$ cat src/rtl/mcat_defs.vh
// constants for the master clock and converter timing block
`ifndef MCAT_DEFS_VH
`define MCAT_DEFS_VH
// ************************************************************
// register indexes on the plain register port
// ************************************************************
`define MCAT_AW            3
`define MCAT_DW            16
`define MCAT_REG_CLK_CTRL  3'h0
`define MCAT_REG_SYS_CFG   3'h1
`define MCAT_REG_ADC_CTRL  3'h2
`define MCAT_REG_ADC_DIV   3'h3
`define MCAT_REG_ADC_STAT  3'h4
`define MCAT_REG_ADC_RES   3'h5
`define MCAT_REG_CLK_STAT  3'h6
// ************************************************************
// field positions
// ************************************************************
`define MCAT_F_SRC         1:0
`define MCAT_F_IDIV        3:2
`define MCAT_F_ODIV        7:4
`define MCAT_F_MUL         12:8
`define MCAT_F_PRESC       15:14
`define MCAT_F_STIME       13:12
`define MCAT_B_IMPROVED    11
`define MCAT_B_PCAL_OFF    10
`define MCAT_B_RES8        9
`define MCAT_B_START       0
`define MCAT_B_BUSY        0
`define MCAT_B_CAL         1
`define MCAT_B_DONE        2
// ************************************************************
// encodings, limits and reset values
// ************************************************************
`define MCAT_SRC_PLL       2'h3
`define MCAT_ODIV_MAX      4'hE
`define MCAT_CTRL_RST      16'h0000
`define MCAT_DIV_RST       8'h00
`define MCAT_RES_ZERO      10'h000
`define MCAT_RES_FULL      10'h3FF
`define MCAT_HPER_RST      12'h004
// ************************************************************
// converter cycle budgets in basic clock periods, write phase in system clocks
// ************************************************************
`define MCAT_CONV10_BC     7'h34
`define MCAT_CONV8_BC      7'h2C
`define MCAT_PCAL_BC       7'h0C
`define MCAT_WRITE_SYS     7'h06
`define MCAT_CAL_MIN_BC    14'h01E4
`define MCAT_CAL_MAX_BC    14'h2DB0
`endif

$ cat src/rtl/mcat_tick_div.v
// restartable divider that turns input ticks into one tick every div_i ticks
`timescale 1ns/1ps
`default_nettype none
module mcat_tick_div #(
  parameter W = 9
) (
  input  wire         clk_i,
  input  wire         arst_n_i,
  input  wire         restart_i,
  input  wire         tick_i,
  input  wire [W-1:0] div_i,
  output reg          tick_o
);
  reg [W-1:0] cnt_q;

  // ************************************************************
  // count input ticks, emit one pulse on the last of each group
  // ************************************************************
  always @(posedge clk_i or negedge arst_n_i) begin
    if (!arst_n_i) begin
      cnt_q  <= {W{1'b0}};
      tick_o <= 1'b0;
    end else if (restart_i) begin
      cnt_q  <= {W{1'b0}};
      tick_o <= 1'b0;
    end else if (tick_i) begin
      if (cnt_q + {{(W-1){1'b0}}, 1'b1} >= div_i) begin
        cnt_q  <= {W{1'b0}};
        tick_o <= 1'b1;
      end else begin
        cnt_q  <= cnt_q + {{(W-1){1'b0}}, 1'b1};
        tick_o <= 1'b0;
      end
    end else begin
      tick_o <= 1'b0;
    end
  end
endmodule
`default_nettype wire

$ cat src/rtl/mcat_top.v
// master clock generation, cpu and system clocks, converter timing
// Notes on behaviour
// - bypass divides oscillator by product of dividers
// - input divider max 3, output max 14
// - both dividers zero: master follows oscillator
// - source 11 runs pll with multiplier
// - pll frequency slews gradually, no step
// - cpu clock is master or half, one bit
// - system clock equals cpu clock frequency
// - prescale code 00..11 gives /4 /2 /16 /8
// - sample code gives 8,16,32,64 basic periods
// - compatibility codes or improved divider selectable
// - conversion: sample, determination, six system clocks
// - post-calibration off saves twelve basic periods
// - under-range reads zero, over-range reads 3FF
// - conversions during calibration extend calibration
// - ten-bit budget 52 or 40 basic periods
// - eight-bit budget 44 or 32 basic periods
// - reset calibration 484 to 11696 basic periods
//
// The implementer's own choices: the strobed register port and the register addresses.
`timescale 1ns/1ps
`default_nettype none
`include "mcat_defs.vh"
module mcat_top #(
  parameter        PW     = 12,
  parameter [13:0] CAL_BC = `MCAT_CAL_MIN_BC
) (
  input  wire                  clk_i,
  input  wire                  arst_n_i,
  input  wire                  osc_i,
  input  wire [`MCAT_AW-1:0]   addr_i,
  input  wire [`MCAT_DW-1:0]   wdata_i,
  input  wire                  wr_i,
  input  wire                  rd_i,
  input  wire                  ain_under_i,
  input  wire                  ain_over_i,
  input  wire [9:0]            ain_code_i,
  output reg  [`MCAT_DW-1:0]   rdata_o,
  output reg                   mclk_o,
  output reg                   cpu_clk_o,
  output reg                   sys_clk_o,
  output reg                   adc_sample_o,
  output reg                   adc_busy_o,
  output reg                   cal_busy_o
);
  // ************************************************************
  // helper functions
  // ************************************************************
  // compatibility prescale code to divisor
  function [8:0] presc_div;
    input [1:0] code;
    begin
      case (code)
        2'h0:    presc_div = 9'h004;
        2'h1:    presc_div = 9'h002;
        2'h2:    presc_div = 9'h010;
        default: presc_div = 9'h008;
      endcase
    end
  endfunction

  // sample code to basic periods
  function [6:0] samp_len;
    input [1:0] code;
    begin
      samp_len = 7'h08 << code;
    end
  endfunction

  // determination budget in basic periods
  function [6:0] conv_len;
    input res8;
    input pcal_off;
    reg [6:0] base;
    begin
      base = res8 ? `MCAT_CONV8_BC : `MCAT_CONV10_BC;
      conv_len = pcal_off ? base - `MCAT_PCAL_BC : base;
    end
  endfunction

  // ************************************************************
  // oscillator pin synchroniser and edge detection
  // ************************************************************
  reg osc_m_q;
  reg osc_s_q;
  reg osc_p_q;
  wire osc_rise = osc_s_q & ~osc_p_q;
  wire osc_edge = osc_s_q ^ osc_p_q;

  always @(posedge clk_i or negedge arst_n_i) begin
    if (!arst_n_i) begin
      osc_m_q <= 1'b0;
      osc_s_q <= 1'b0;
      osc_p_q <= 1'b0;
    end else begin
      osc_m_q <= osc_i;
      osc_s_q <= osc_m_q;
      osc_p_q <= osc_s_q;
    end
  end

  // ************************************************************
  // analog front-end pin synchronisers
  // ************************************************************
  reg [11:0] ain_m_q;
  reg [11:0] ain_s_q;

  always @(posedge clk_i or negedge arst_n_i) begin
    if (!arst_n_i) begin
      ain_m_q <= 12'h000;
      ain_s_q <= 12'h000;
    end else begin
      ain_m_q <= {ain_over_i, ain_under_i, ain_code_i};
      ain_s_q <= ain_m_q;
    end
  end

  // ************************************************************
  // register file
  // ************************************************************
  reg [12:0] clk_ctrl_q;
  reg        halve_q;
  reg [15:0] adc_ctrl_q;
  reg [7:0]  adc_div_q;
  reg        done_q;
  reg [9:0]  res_q;
  reg [PW-1:0] osc_per_q;
  reg        busy_q;
  reg        cal_q;
  wire       conv_done;
  wire       wr_clk  = wr_i & (addr_i == `MCAT_REG_CLK_CTRL);
  wire       wr_adc  = wr_i & (addr_i == `MCAT_REG_ADC_CTRL);
  wire       wr_stat = wr_i & (addr_i == `MCAT_REG_ADC_STAT);
  wire       start   = wr_adc & wdata_i[`MCAT_B_START] & ~busy_q;
  wire [3:0] odiv_w  = (wdata_i[`MCAT_F_ODIV] > `MCAT_ODIV_MAX) ?
                       `MCAT_ODIV_MAX : wdata_i[`MCAT_F_ODIV];

  // software writes; done flag set wins over clear
  always @(posedge clk_i or negedge arst_n_i) begin
    if (!arst_n_i) begin
      clk_ctrl_q <= 13'h0000;
      halve_q    <= 1'b0;
      adc_ctrl_q <= `MCAT_CTRL_RST;
      adc_div_q  <= `MCAT_DIV_RST;
      done_q     <= 1'b0;
    end else begin
      if (wr_clk)
        clk_ctrl_q <= {wdata_i[`MCAT_F_MUL], odiv_w, wdata_i[`MCAT_F_IDIV],
                       wdata_i[`MCAT_F_SRC]};
      if (wr_i && addr_i == `MCAT_REG_SYS_CFG)
        halve_q <= wdata_i[0];
      if (wr_adc && !busy_q)
        adc_ctrl_q <= {wdata_i[15:1], 1'b0};
      if (wr_i && addr_i == `MCAT_REG_ADC_DIV)
        adc_div_q <= wdata_i[7:0];
      if (conv_done)
        done_q <= 1'b1;
      else if (wr_stat && wdata_i[`MCAT_B_DONE])
        done_q <= 1'b0;
    end
  end

  // read data one cycle after the read strobe
  always @(posedge clk_i or negedge arst_n_i) begin
    if (!arst_n_i) begin
      rdata_o <= 16'h0000;
    end else if (rd_i) begin
      case (addr_i)
        `MCAT_REG_CLK_CTRL: rdata_o <= {3'h0, clk_ctrl_q};
        `MCAT_REG_SYS_CFG:  rdata_o <= {15'h0000, halve_q};
        `MCAT_REG_ADC_CTRL: rdata_o <= {adc_ctrl_q[15:1], busy_q};
        `MCAT_REG_ADC_DIV:  rdata_o <= {8'h00, adc_div_q};
        `MCAT_REG_ADC_STAT: rdata_o <= {13'h0000, done_q, cal_q, busy_q};
        `MCAT_REG_ADC_RES:  rdata_o <= {6'h00, res_q};
        `MCAT_REG_CLK_STAT: rdata_o <= {{(16-PW){1'b0}}, osc_per_q};
        default:            rdata_o <= 16'h0000;
      endcase
    end else begin
      rdata_o <= 16'h0000;
    end
  end

  // ************************************************************
  // active clock settings, taken at a master falling edge or while master is low
  // ************************************************************
  reg [12:0] act_q;
  reg        mclk_fall;
  wire       pll_mode = (act_q[`MCAT_F_SRC] == `MCAT_SRC_PLL);
  wire [2:0] idiv_p1  = {1'b0, act_q[`MCAT_F_IDIV]} + 3'h1;
  wire [4:0] odiv_p1  = {1'b0, act_q[`MCAT_F_ODIV]} + 5'h01;
  wire [5:0] mul_p1   = {1'b0, act_q[`MCAT_F_MUL]} + 6'h01;
  wire [7:0] ndiv     = idiv_p1 * odiv_p1;

  always @(posedge clk_i or negedge arst_n_i) begin
    if (!arst_n_i)
      act_q <= 13'h0000;
    else if (mclk_fall || !mclk_o)
      act_q <= clk_ctrl_q;
  end

  // ************************************************************
  // oscillator period measurement, used by the pll loop
  // ************************************************************
  reg [PW-1:0] per_cnt_q;

  always @(posedge clk_i or negedge arst_n_i) begin
    if (!arst_n_i) begin
      per_cnt_q <= {PW{1'b0}};
      osc_per_q <= {PW{1'b0}};
    end else if (osc_rise) begin
      per_cnt_q <= {{(PW-1){1'b0}}, 1'b1};
      osc_per_q <= per_cnt_q;
    end else if (per_cnt_q != {PW{1'b1}}) begin
      per_cnt_q <= per_cnt_q + {{(PW-1){1'b0}}, 1'b1};
    end
  end

  // ************************************************************
  // bypass path: toggle every ndiv oscillator half periods
  // ************************************************************
  reg  [7:0] byp_cnt_q;
  wire       byp_hit = osc_edge && (byp_cnt_q + 8'h01 >= ndiv);

  always @(posedge clk_i or negedge arst_n_i) begin
    if (!arst_n_i)
      byp_cnt_q <= 8'h00;
    else if (pll_mode || byp_hit)
      byp_cnt_q <= 8'h00;
    else if (osc_edge)
      byp_cnt_q <= byp_cnt_q + 8'h01;
  end

  // ************************************************************
  // pll path: half period slews one step per master cycle
  // ************************************************************
  reg  [11:0] hper_q;
  reg  [11:0] hcnt_q;
  wire [19:0] pll_lhs = {7'h00, hper_q, 1'b0} * {14'h0000, mul_p1};
  wire [19:0] pll_rhs = {{(20-PW){1'b0}}, osc_per_q} * {12'h000, ndiv};
  wire        pll_hit = (hcnt_q + 12'h001 >= hper_q);

  always @(posedge clk_i or negedge arst_n_i) begin
    if (!arst_n_i) begin
      hper_q <= `MCAT_HPER_RST;
      hcnt_q <= 12'h000;
    end else if (!pll_mode) begin
      hcnt_q <= 12'h000;
    end else if (pll_hit) begin
      hcnt_q <= 12'h000;
      if (!mclk_o && pll_lhs > pll_rhs && hper_q > 12'h001)
        hper_q <= hper_q - 12'h001;
      else if (!mclk_o && pll_lhs < pll_rhs && hper_q != 12'hFFF)
        hper_q <= hper_q + 12'h001;
    end else begin
      hcnt_q <= hcnt_q + 12'h001;
    end
  end

  // ************************************************************
  // master clock output
  // ************************************************************
  reg mclk_d;

  always @* begin
    mclk_d = mclk_o;
    if (pll_mode) begin
      if (pll_hit)
        mclk_d = ~mclk_o;
    end else if (ndiv == 8'h01) begin
      mclk_d = osc_s_q;
    end else if (byp_hit) begin
      mclk_d = ~mclk_o;
    end
  end

  always @(posedge clk_i or negedge arst_n_i) begin
    if (!arst_n_i) begin
      mclk_o    <= 1'b0;
      mclk_fall <= 1'b0;
    end else begin
      mclk_o    <= mclk_d;
      mclk_fall <= mclk_o & ~mclk_d;
    end
  end

  // ************************************************************
  // cpu and system clocks; halving changes only while both low
  // ************************************************************
  reg  halve_act_q;
  reg  cpu_d;
  wire mrise = mclk_d & ~mclk_o;
  wire sys_tick = cpu_d & ~cpu_clk_o;

  always @* begin
    if (halve_act_q)
      cpu_d = mrise ? ~cpu_clk_o : cpu_clk_o;
    else
      cpu_d = mclk_d;
  end

  always @(posedge clk_i or negedge arst_n_i) begin
    if (!arst_n_i) begin
      halve_act_q <= 1'b0;
      cpu_clk_o   <= 1'b0;
      sys_clk_o   <= 1'b0;
    end else begin
      if (!mclk_d && !cpu_d)
        halve_act_q <= halve_q;
      cpu_clk_o <= cpu_d;
      sys_clk_o <= cpu_d;
    end
  end

  // ************************************************************
  // converter basic clock
  // ************************************************************
  wire       bc_tick;
  wire [8:0] bc_div = adc_ctrl_q[`MCAT_B_IMPROVED] ?
                      {1'b0, adc_div_q} + 9'h001 :
                      presc_div(adc_ctrl_q[`MCAT_F_PRESC]);

  mcat_tick_div #(
    .W (9)
  ) u_bc_div (
    .clk_i     (clk_i),
    .arst_n_i  (arst_n_i),
    .restart_i (start),
    .tick_i    (sys_tick),
    .div_i     (bc_div),
    .tick_o    (bc_tick)
  );

  // ************************************************************
  // conversion sequencer
  // ************************************************************
  localparam [1:0] S_IDLE = 2'h0;
  localparam [1:0] S_SAMP = 2'h1;
  localparam [1:0] S_CONV = 2'h2;
  localparam [1:0] S_WRT  = 2'h3;
  reg [1:0] st_q;
  reg [6:0] cnt_q;
  assign conv_done = (st_q == S_WRT) && sys_tick && (cnt_q + 7'h01 >= `MCAT_WRITE_SYS);

  always @(posedge clk_i or negedge arst_n_i) begin
    if (!arst_n_i) begin
      st_q  <= S_IDLE;
      cnt_q <= 7'h00;
      res_q <= `MCAT_RES_ZERO;
    end else begin
      case (st_q)
        S_IDLE: begin
          cnt_q <= 7'h00;
          if (start)
            st_q <= S_SAMP;
        end
        S_SAMP: begin
          if (bc_tick) begin
            if (cnt_q + 7'h01 >= samp_len(adc_ctrl_q[`MCAT_F_STIME])) begin
              cnt_q <= 7'h00;
              st_q  <= S_CONV;
            end else begin
              cnt_q <= cnt_q + 7'h01;
            end
          end
        end
        S_CONV: begin
          if (bc_tick) begin
            if (cnt_q + 7'h01 >= conv_len(adc_ctrl_q[`MCAT_B_RES8],
                                          adc_ctrl_q[`MCAT_B_PCAL_OFF])) begin
              cnt_q <= 7'h00;
              st_q  <= S_WRT;
            end else begin
              cnt_q <= cnt_q + 7'h01;
            end
          end
        end
        S_WRT: begin
          if (conv_done) begin
            st_q <= S_IDLE;
            if (ain_s_q[10])
              res_q <= `MCAT_RES_ZERO;
            else if (ain_s_q[11])
              res_q <= `MCAT_RES_FULL;
            else
              res_q <= ain_s_q[9:0];
          end else if (sys_tick) begin
            cnt_q <= cnt_q + 7'h01;
          end
        end
        default: begin
          st_q  <= S_IDLE;
          cnt_q <= 7'h00;
        end
      endcase
    end
  end

  // ************************************************************
  // reset calibration; pauses while a conversion runs
  // ************************************************************
  reg [13:0] cal_cnt_q;
  wire [13:0] cal_len = (CAL_BC > `MCAT_CAL_MAX_BC) ? `MCAT_CAL_MAX_BC : CAL_BC;

  always @(posedge clk_i or negedge arst_n_i) begin
    if (!arst_n_i) begin
      cal_cnt_q <= 14'h0000;
      cal_q     <= 1'b1;
    end else if (cal_q && bc_tick && st_q == S_IDLE) begin
      if (cal_cnt_q + 14'h0001 >= cal_len)
        cal_q <= 1'b0;
      cal_cnt_q <= cal_cnt_q + 14'h0001;
    end
  end

  // ************************************************************
  // status outputs
  // ************************************************************
  always @(posedge clk_i or negedge arst_n_i) begin
    if (!arst_n_i) begin
      busy_q       <= 1'b0;
      adc_busy_o   <= 1'b0;
      adc_sample_o <= 1'b0;
      cal_busy_o   <= 1'b0;
    end else begin
      busy_q       <= start | (busy_q & ~conv_done);
      adc_busy_o   <= start | (busy_q & ~conv_done);
      adc_sample_o <= (st_q == S_SAMP);
      cal_busy_o   <= cal_q;
    end
  end
endmodule
`default_nettype wire

$ cat config.mk
export PLATFORM = sky130hd
export DESIGN_NAME = mcat_top
export DESIGN_NICKNAME = d
export VERILOG_FILES = /design/src/rtl/mcat_tick_div.v /design/src/rtl/mcat_top.v
export VERILOG_INCLUDE_DIRS = /design/src /design/src/rtl
export SDC_FILE = /design/constraint.sdc
export NUM_CORES = 1
export LEC_CHECK = 0
export BUFFER_PORTS_ARGS = -buffer_cell sky130_fd_sc_hd__buf_4
export CORE_ASPECT_RATIO = 0.7
export CORE_MARGIN = 3
export CORE_UTILIZATION = 38
export CTS_BUF_LIST = sky130_fd_sc_hd__clkbuf_4
export CTS_CLUSTER_DIAMETER = 30
export CTS_CLUSTER_SIZE = 24
export DETAILED_ROUTE_END_ITERATION = 16
export PLACE_DENSITY = 0.57
export SLEW_MARGIN = 5
export SYNTH_ARGS = -nofsm -noshare
export SYNTH_HDL_FRONTEND = slang
export SYNTH_SLANG_ARGS = --single-unit
$ cat constraint.sdc
create_clock -name clk_i -period 10.3 [get_ports clk_i]
set_clock_uncertainty 0.1 [all_clocks]
set_input_delay 1.545 -clock clk_i [delete_from_list [all_inputs] [get_ports clk_i]]
set_output_delay 1.545 -clock clk_i [all_outputs]
set_load 0.02 [all_outputs]
==> metrics.csv <==
metric;value;unit
Buf+Inv Stages, Crit Path;5;
gate count of the mapped netlist;1741;
TritonCTS Buffers;34;
vias in the first global route;12130;
setup TNS;0;ns
clk_lat worst skew;0.69;ns
Max Slew Vio Count;0;
GRT Residual Overflow;0;
Detailed Route WL;38800;um
fillers;4192;
pin count of the biggest net entering global routing;73;
final setup violating endpoints;0;
top post-synthesis cells by area;dfrtp_1 (30%), fa_1 (13%), ha_1 (11%), inv_1 (4.5%), mux2_2 (4.3%);
Final ANT Viol Nets;0;
layout cells sized above 1;12.55;%
clk root buf;clkbuf_4;
Pre-antenna DRT Iters;5;
P_leak;8.737;nW
crit path capture type;flip-flop;
Post-Syn Area;0.01658;mm2
crit-path leading delay family;adder cells;
CP Class;reg2reg;
clock share of power;13.0;%
NumNets Final;2060;
Initial Util;38.81;%
Post-Route Utilization;42.41;%
Post-synth EDFFs;0;
CP Launch Type;flip-flop;
Clk pin slew, worst setup/hold paths;0.11;ns
period utilisation layout;93.04;%
Final Hold Viols;0;
worst path required time;10.76;ns
initial antenna violation count;2;
Die Height;180.8;um
vias;12240;
GR peak layer;met1;
Global Route Usage Sum;17.04;%
ys flop type;dfrtp_1;
CP max stage cell;fa_1;
met3 Use GR;2.718;%
Synth Register Bits;201;
routed len/inst;16.31;um
pwr dens;282.5;mW/mm2
Die X;255.7;um
Rows;63;
Yosys top cell area share;30.03;%
Placeable Area;0.04272;mm2
CP Max Fanout;16;
sw frac;48.98;%
worst-case clock buffer depth;3;
gpl congestion;0.8657;
FFs w/ async S/R, synth;100.0;%
number of buffers added on ports;57;
Seq pwr share;23.8;%
first-pass GRT wire length;64710;um
outcome;finished clean;
Clock Sink Count;201;
Ys Warns;0;
DRT iter0 DRCs;882;
top-count cell post-synth;dfrtp_1;
Post-Syn Nets;2031;
Netlist cell types;85;
Syn Area/Cell;9.524;um2
Yosys top cell by area;dfrtp_1;
vias per cell;5.146;
Relative slew margins;23.85;%
met2 Use GR;23.78;%
P_int;0.002612;W
HP Class;reg2reg;
worst IR drop on VDD;0.2176;mV
commonest cells in the netlist;dfrtp_1 (199), inv_1 (198), nand2_1 (162);
cell mode on critical path;fa_1;
Final min period;9.583;ns
Layout area overhead;9.267;%
met1 usage;27.74;%
setup bufs post-CTS;0;
post-DP HPWL;29770;um
Net Switching;0.002507;W
max incr delay on CP;0.54;ns
Ports;58;
RSZ-0062 raised after global routing;false;
overall die area;0.04622;mm2
CTS tree;built;
# DRC;0;
CTS H-tree depth;2;
Worst-Margin Slew;1.134;ns
Data arrival, critical path;10.04;ns
# Max-Cap Violations;0;
Comb power frac;63.2;%
Max Fclk;104.3;MHz
Seq/Total Area, Yosys;30.35;%
==> kinds of logic (layout without fill, tap and decap cells) <==
kind of cell | count (synthesis) | in the layout | synth area share [%]
compound gates | 248 | 248 | 10.46
mux | 82 | 82 | 5.705
other cells | 0 | 1 | 0
buf+inv | 272 | 324 | 6.240
simple gates | 582 | 582 | 17.94
flops | 201 | 201 | 30.35
fa+ha+maj | 254 | 254 | 23.92
xor+xnor | 102 | 102 | 5.388
==> layer usage <==
metal | share of wire [%] | vias up
li1 | - | 5923
met1 | 54 | 6025
met2 | 41 | 256
met3 | 4.9 | 38
met4 | 0.91 | 0
met5 | 0 | -
==> power groups by stage <==
stage                     registers (W)  logic (W)  clock network (W)
after floorplan                 0.00110    0.00251                  0
after global placement          0.00122    0.00317                  0
after detailed placement        0.00123    0.00324                  0
after CTS                       0.00122    0.00326           0.000688
after global routing            0.00125    0.00369           0.000733
final                           0.00122    0.00324           0.000665
==> placed cells by master (no fill, tap or decap), types with 11 or more instances in the layout <==
cell / n
a22oi_1: 16
o211ai_1: 11
a21oi_1: 55
a21o_1: 22
and2_1: 84
nor2_1: 112
mux2_2: 64
o21a_1: 11
nand2_1: 162
buf_4: 65
and3_1: 26
xor2_1: 42
o21ai_0: 43
nor2b_1: 23
ha_1: 149
nand3_1: 48
clkbuf_4: 38
fa_1: 105
nor3_1: 24
xnor2_1: 59
dfrtp_1: 199
nand2b_1: 28
inv_1: 198
nand4_1: 19
==> registers in the layout, summed over array words and instances, names as in the netlist, 2 cells and up <==
signal	count
adc_ctrl_q	15
hper_q	12
ain_s_q	12
st_q	2
rdata_o	16
hcnt_q	12
ain_m_q	12
u_bc_div.cnt_q	9
res_q	10
per_cnt_q	12
cal_cnt_q	14
osc_per_q	12
act_q	13
adc_div_q	8
byp_cnt_q	8
clk_ctrl_q	13
cnt_q	7
==> path summary, 6_finish.rpt <==
kind | start | to | slack (ns) | cells after the start
min in group asynchronous | arst_n_i | cnt_q[2]$_DFFE_PN0P_ | 0.76 | 1
min | ain_m_q[1]$_DFF_PN0_ | ain_s_q[1]$_DFF_PN0_ | 0.25 | 0
min reg2reg | ain_m_q[1]$_DFF_PN0_ | ain_s_q[1]$_DFF_PN0_ | 0.25 | 0
max reg2reg | act_q[4]$_DFFE_PN0P_ | hper_q[5]$_DFFE_PN0P_ | 0.72 | 35
max | act_q[4]$_DFFE_PN0P_ | hper_q[5]$_DFFE_PN0P_ | 0.72 | 35
max in group asynchronous | arst_n_i | osc_per_q[11]$_DFFE_PN0P_ | 7.14 | 3
==> final cells by class <==
cell class                      instances  area (um2)  area share, %
Multi-Input combinational cell       1268       10550          58.22
Sequential cell                       201        5032          27.78
Inverter                              199       747.0          4.123
Tap cell                              585       732.0          4.040
Timing Repair Buffer                   66       501.7          2.769
Clock buffer                           38       285.3          1.575
Clock inverter                         21       269.0          1.485
Antenna cell                            1       2.502        0.01381
==> worst reg2reg max path, delay by kind of cell, from the launching register on <==
kind	cells	cell delay, ns
AO/OA/AOI/OAI	10	2.39
flip-flops	1	0.45
AND/OR/NAND/NOR	6	1.40
buffers and inverters	5	0.27
XOR/XNOR	4	1.04
adder cells (fa/ha/maj)	10	3.85
==> per-stage QoR <==
step	cell area [um2]	instances	total power, W	hold slack, ns	setup slack, ns
global placement	17530	2319	0.004398	0.2345	0.6077
detailed placement	17530	2319	0.004471	0.2364	0.2745
finish	18120	2379	0.005119	0.2476	0.7168
floorplan	16580	1741	0.003603	0.2312	1.467
CTS	18090	2378	0.005168	0.2625	0.2652
global route	18120	2379	0.005677	0.2691	0.07062
==> repair_timing <==
action                     CTS  global route
gates resized for setup      0             4
setup endpoints to repair    0            12
hold buffers                 0             0
No activity file was read; power rests on OpenSTA's default activity.
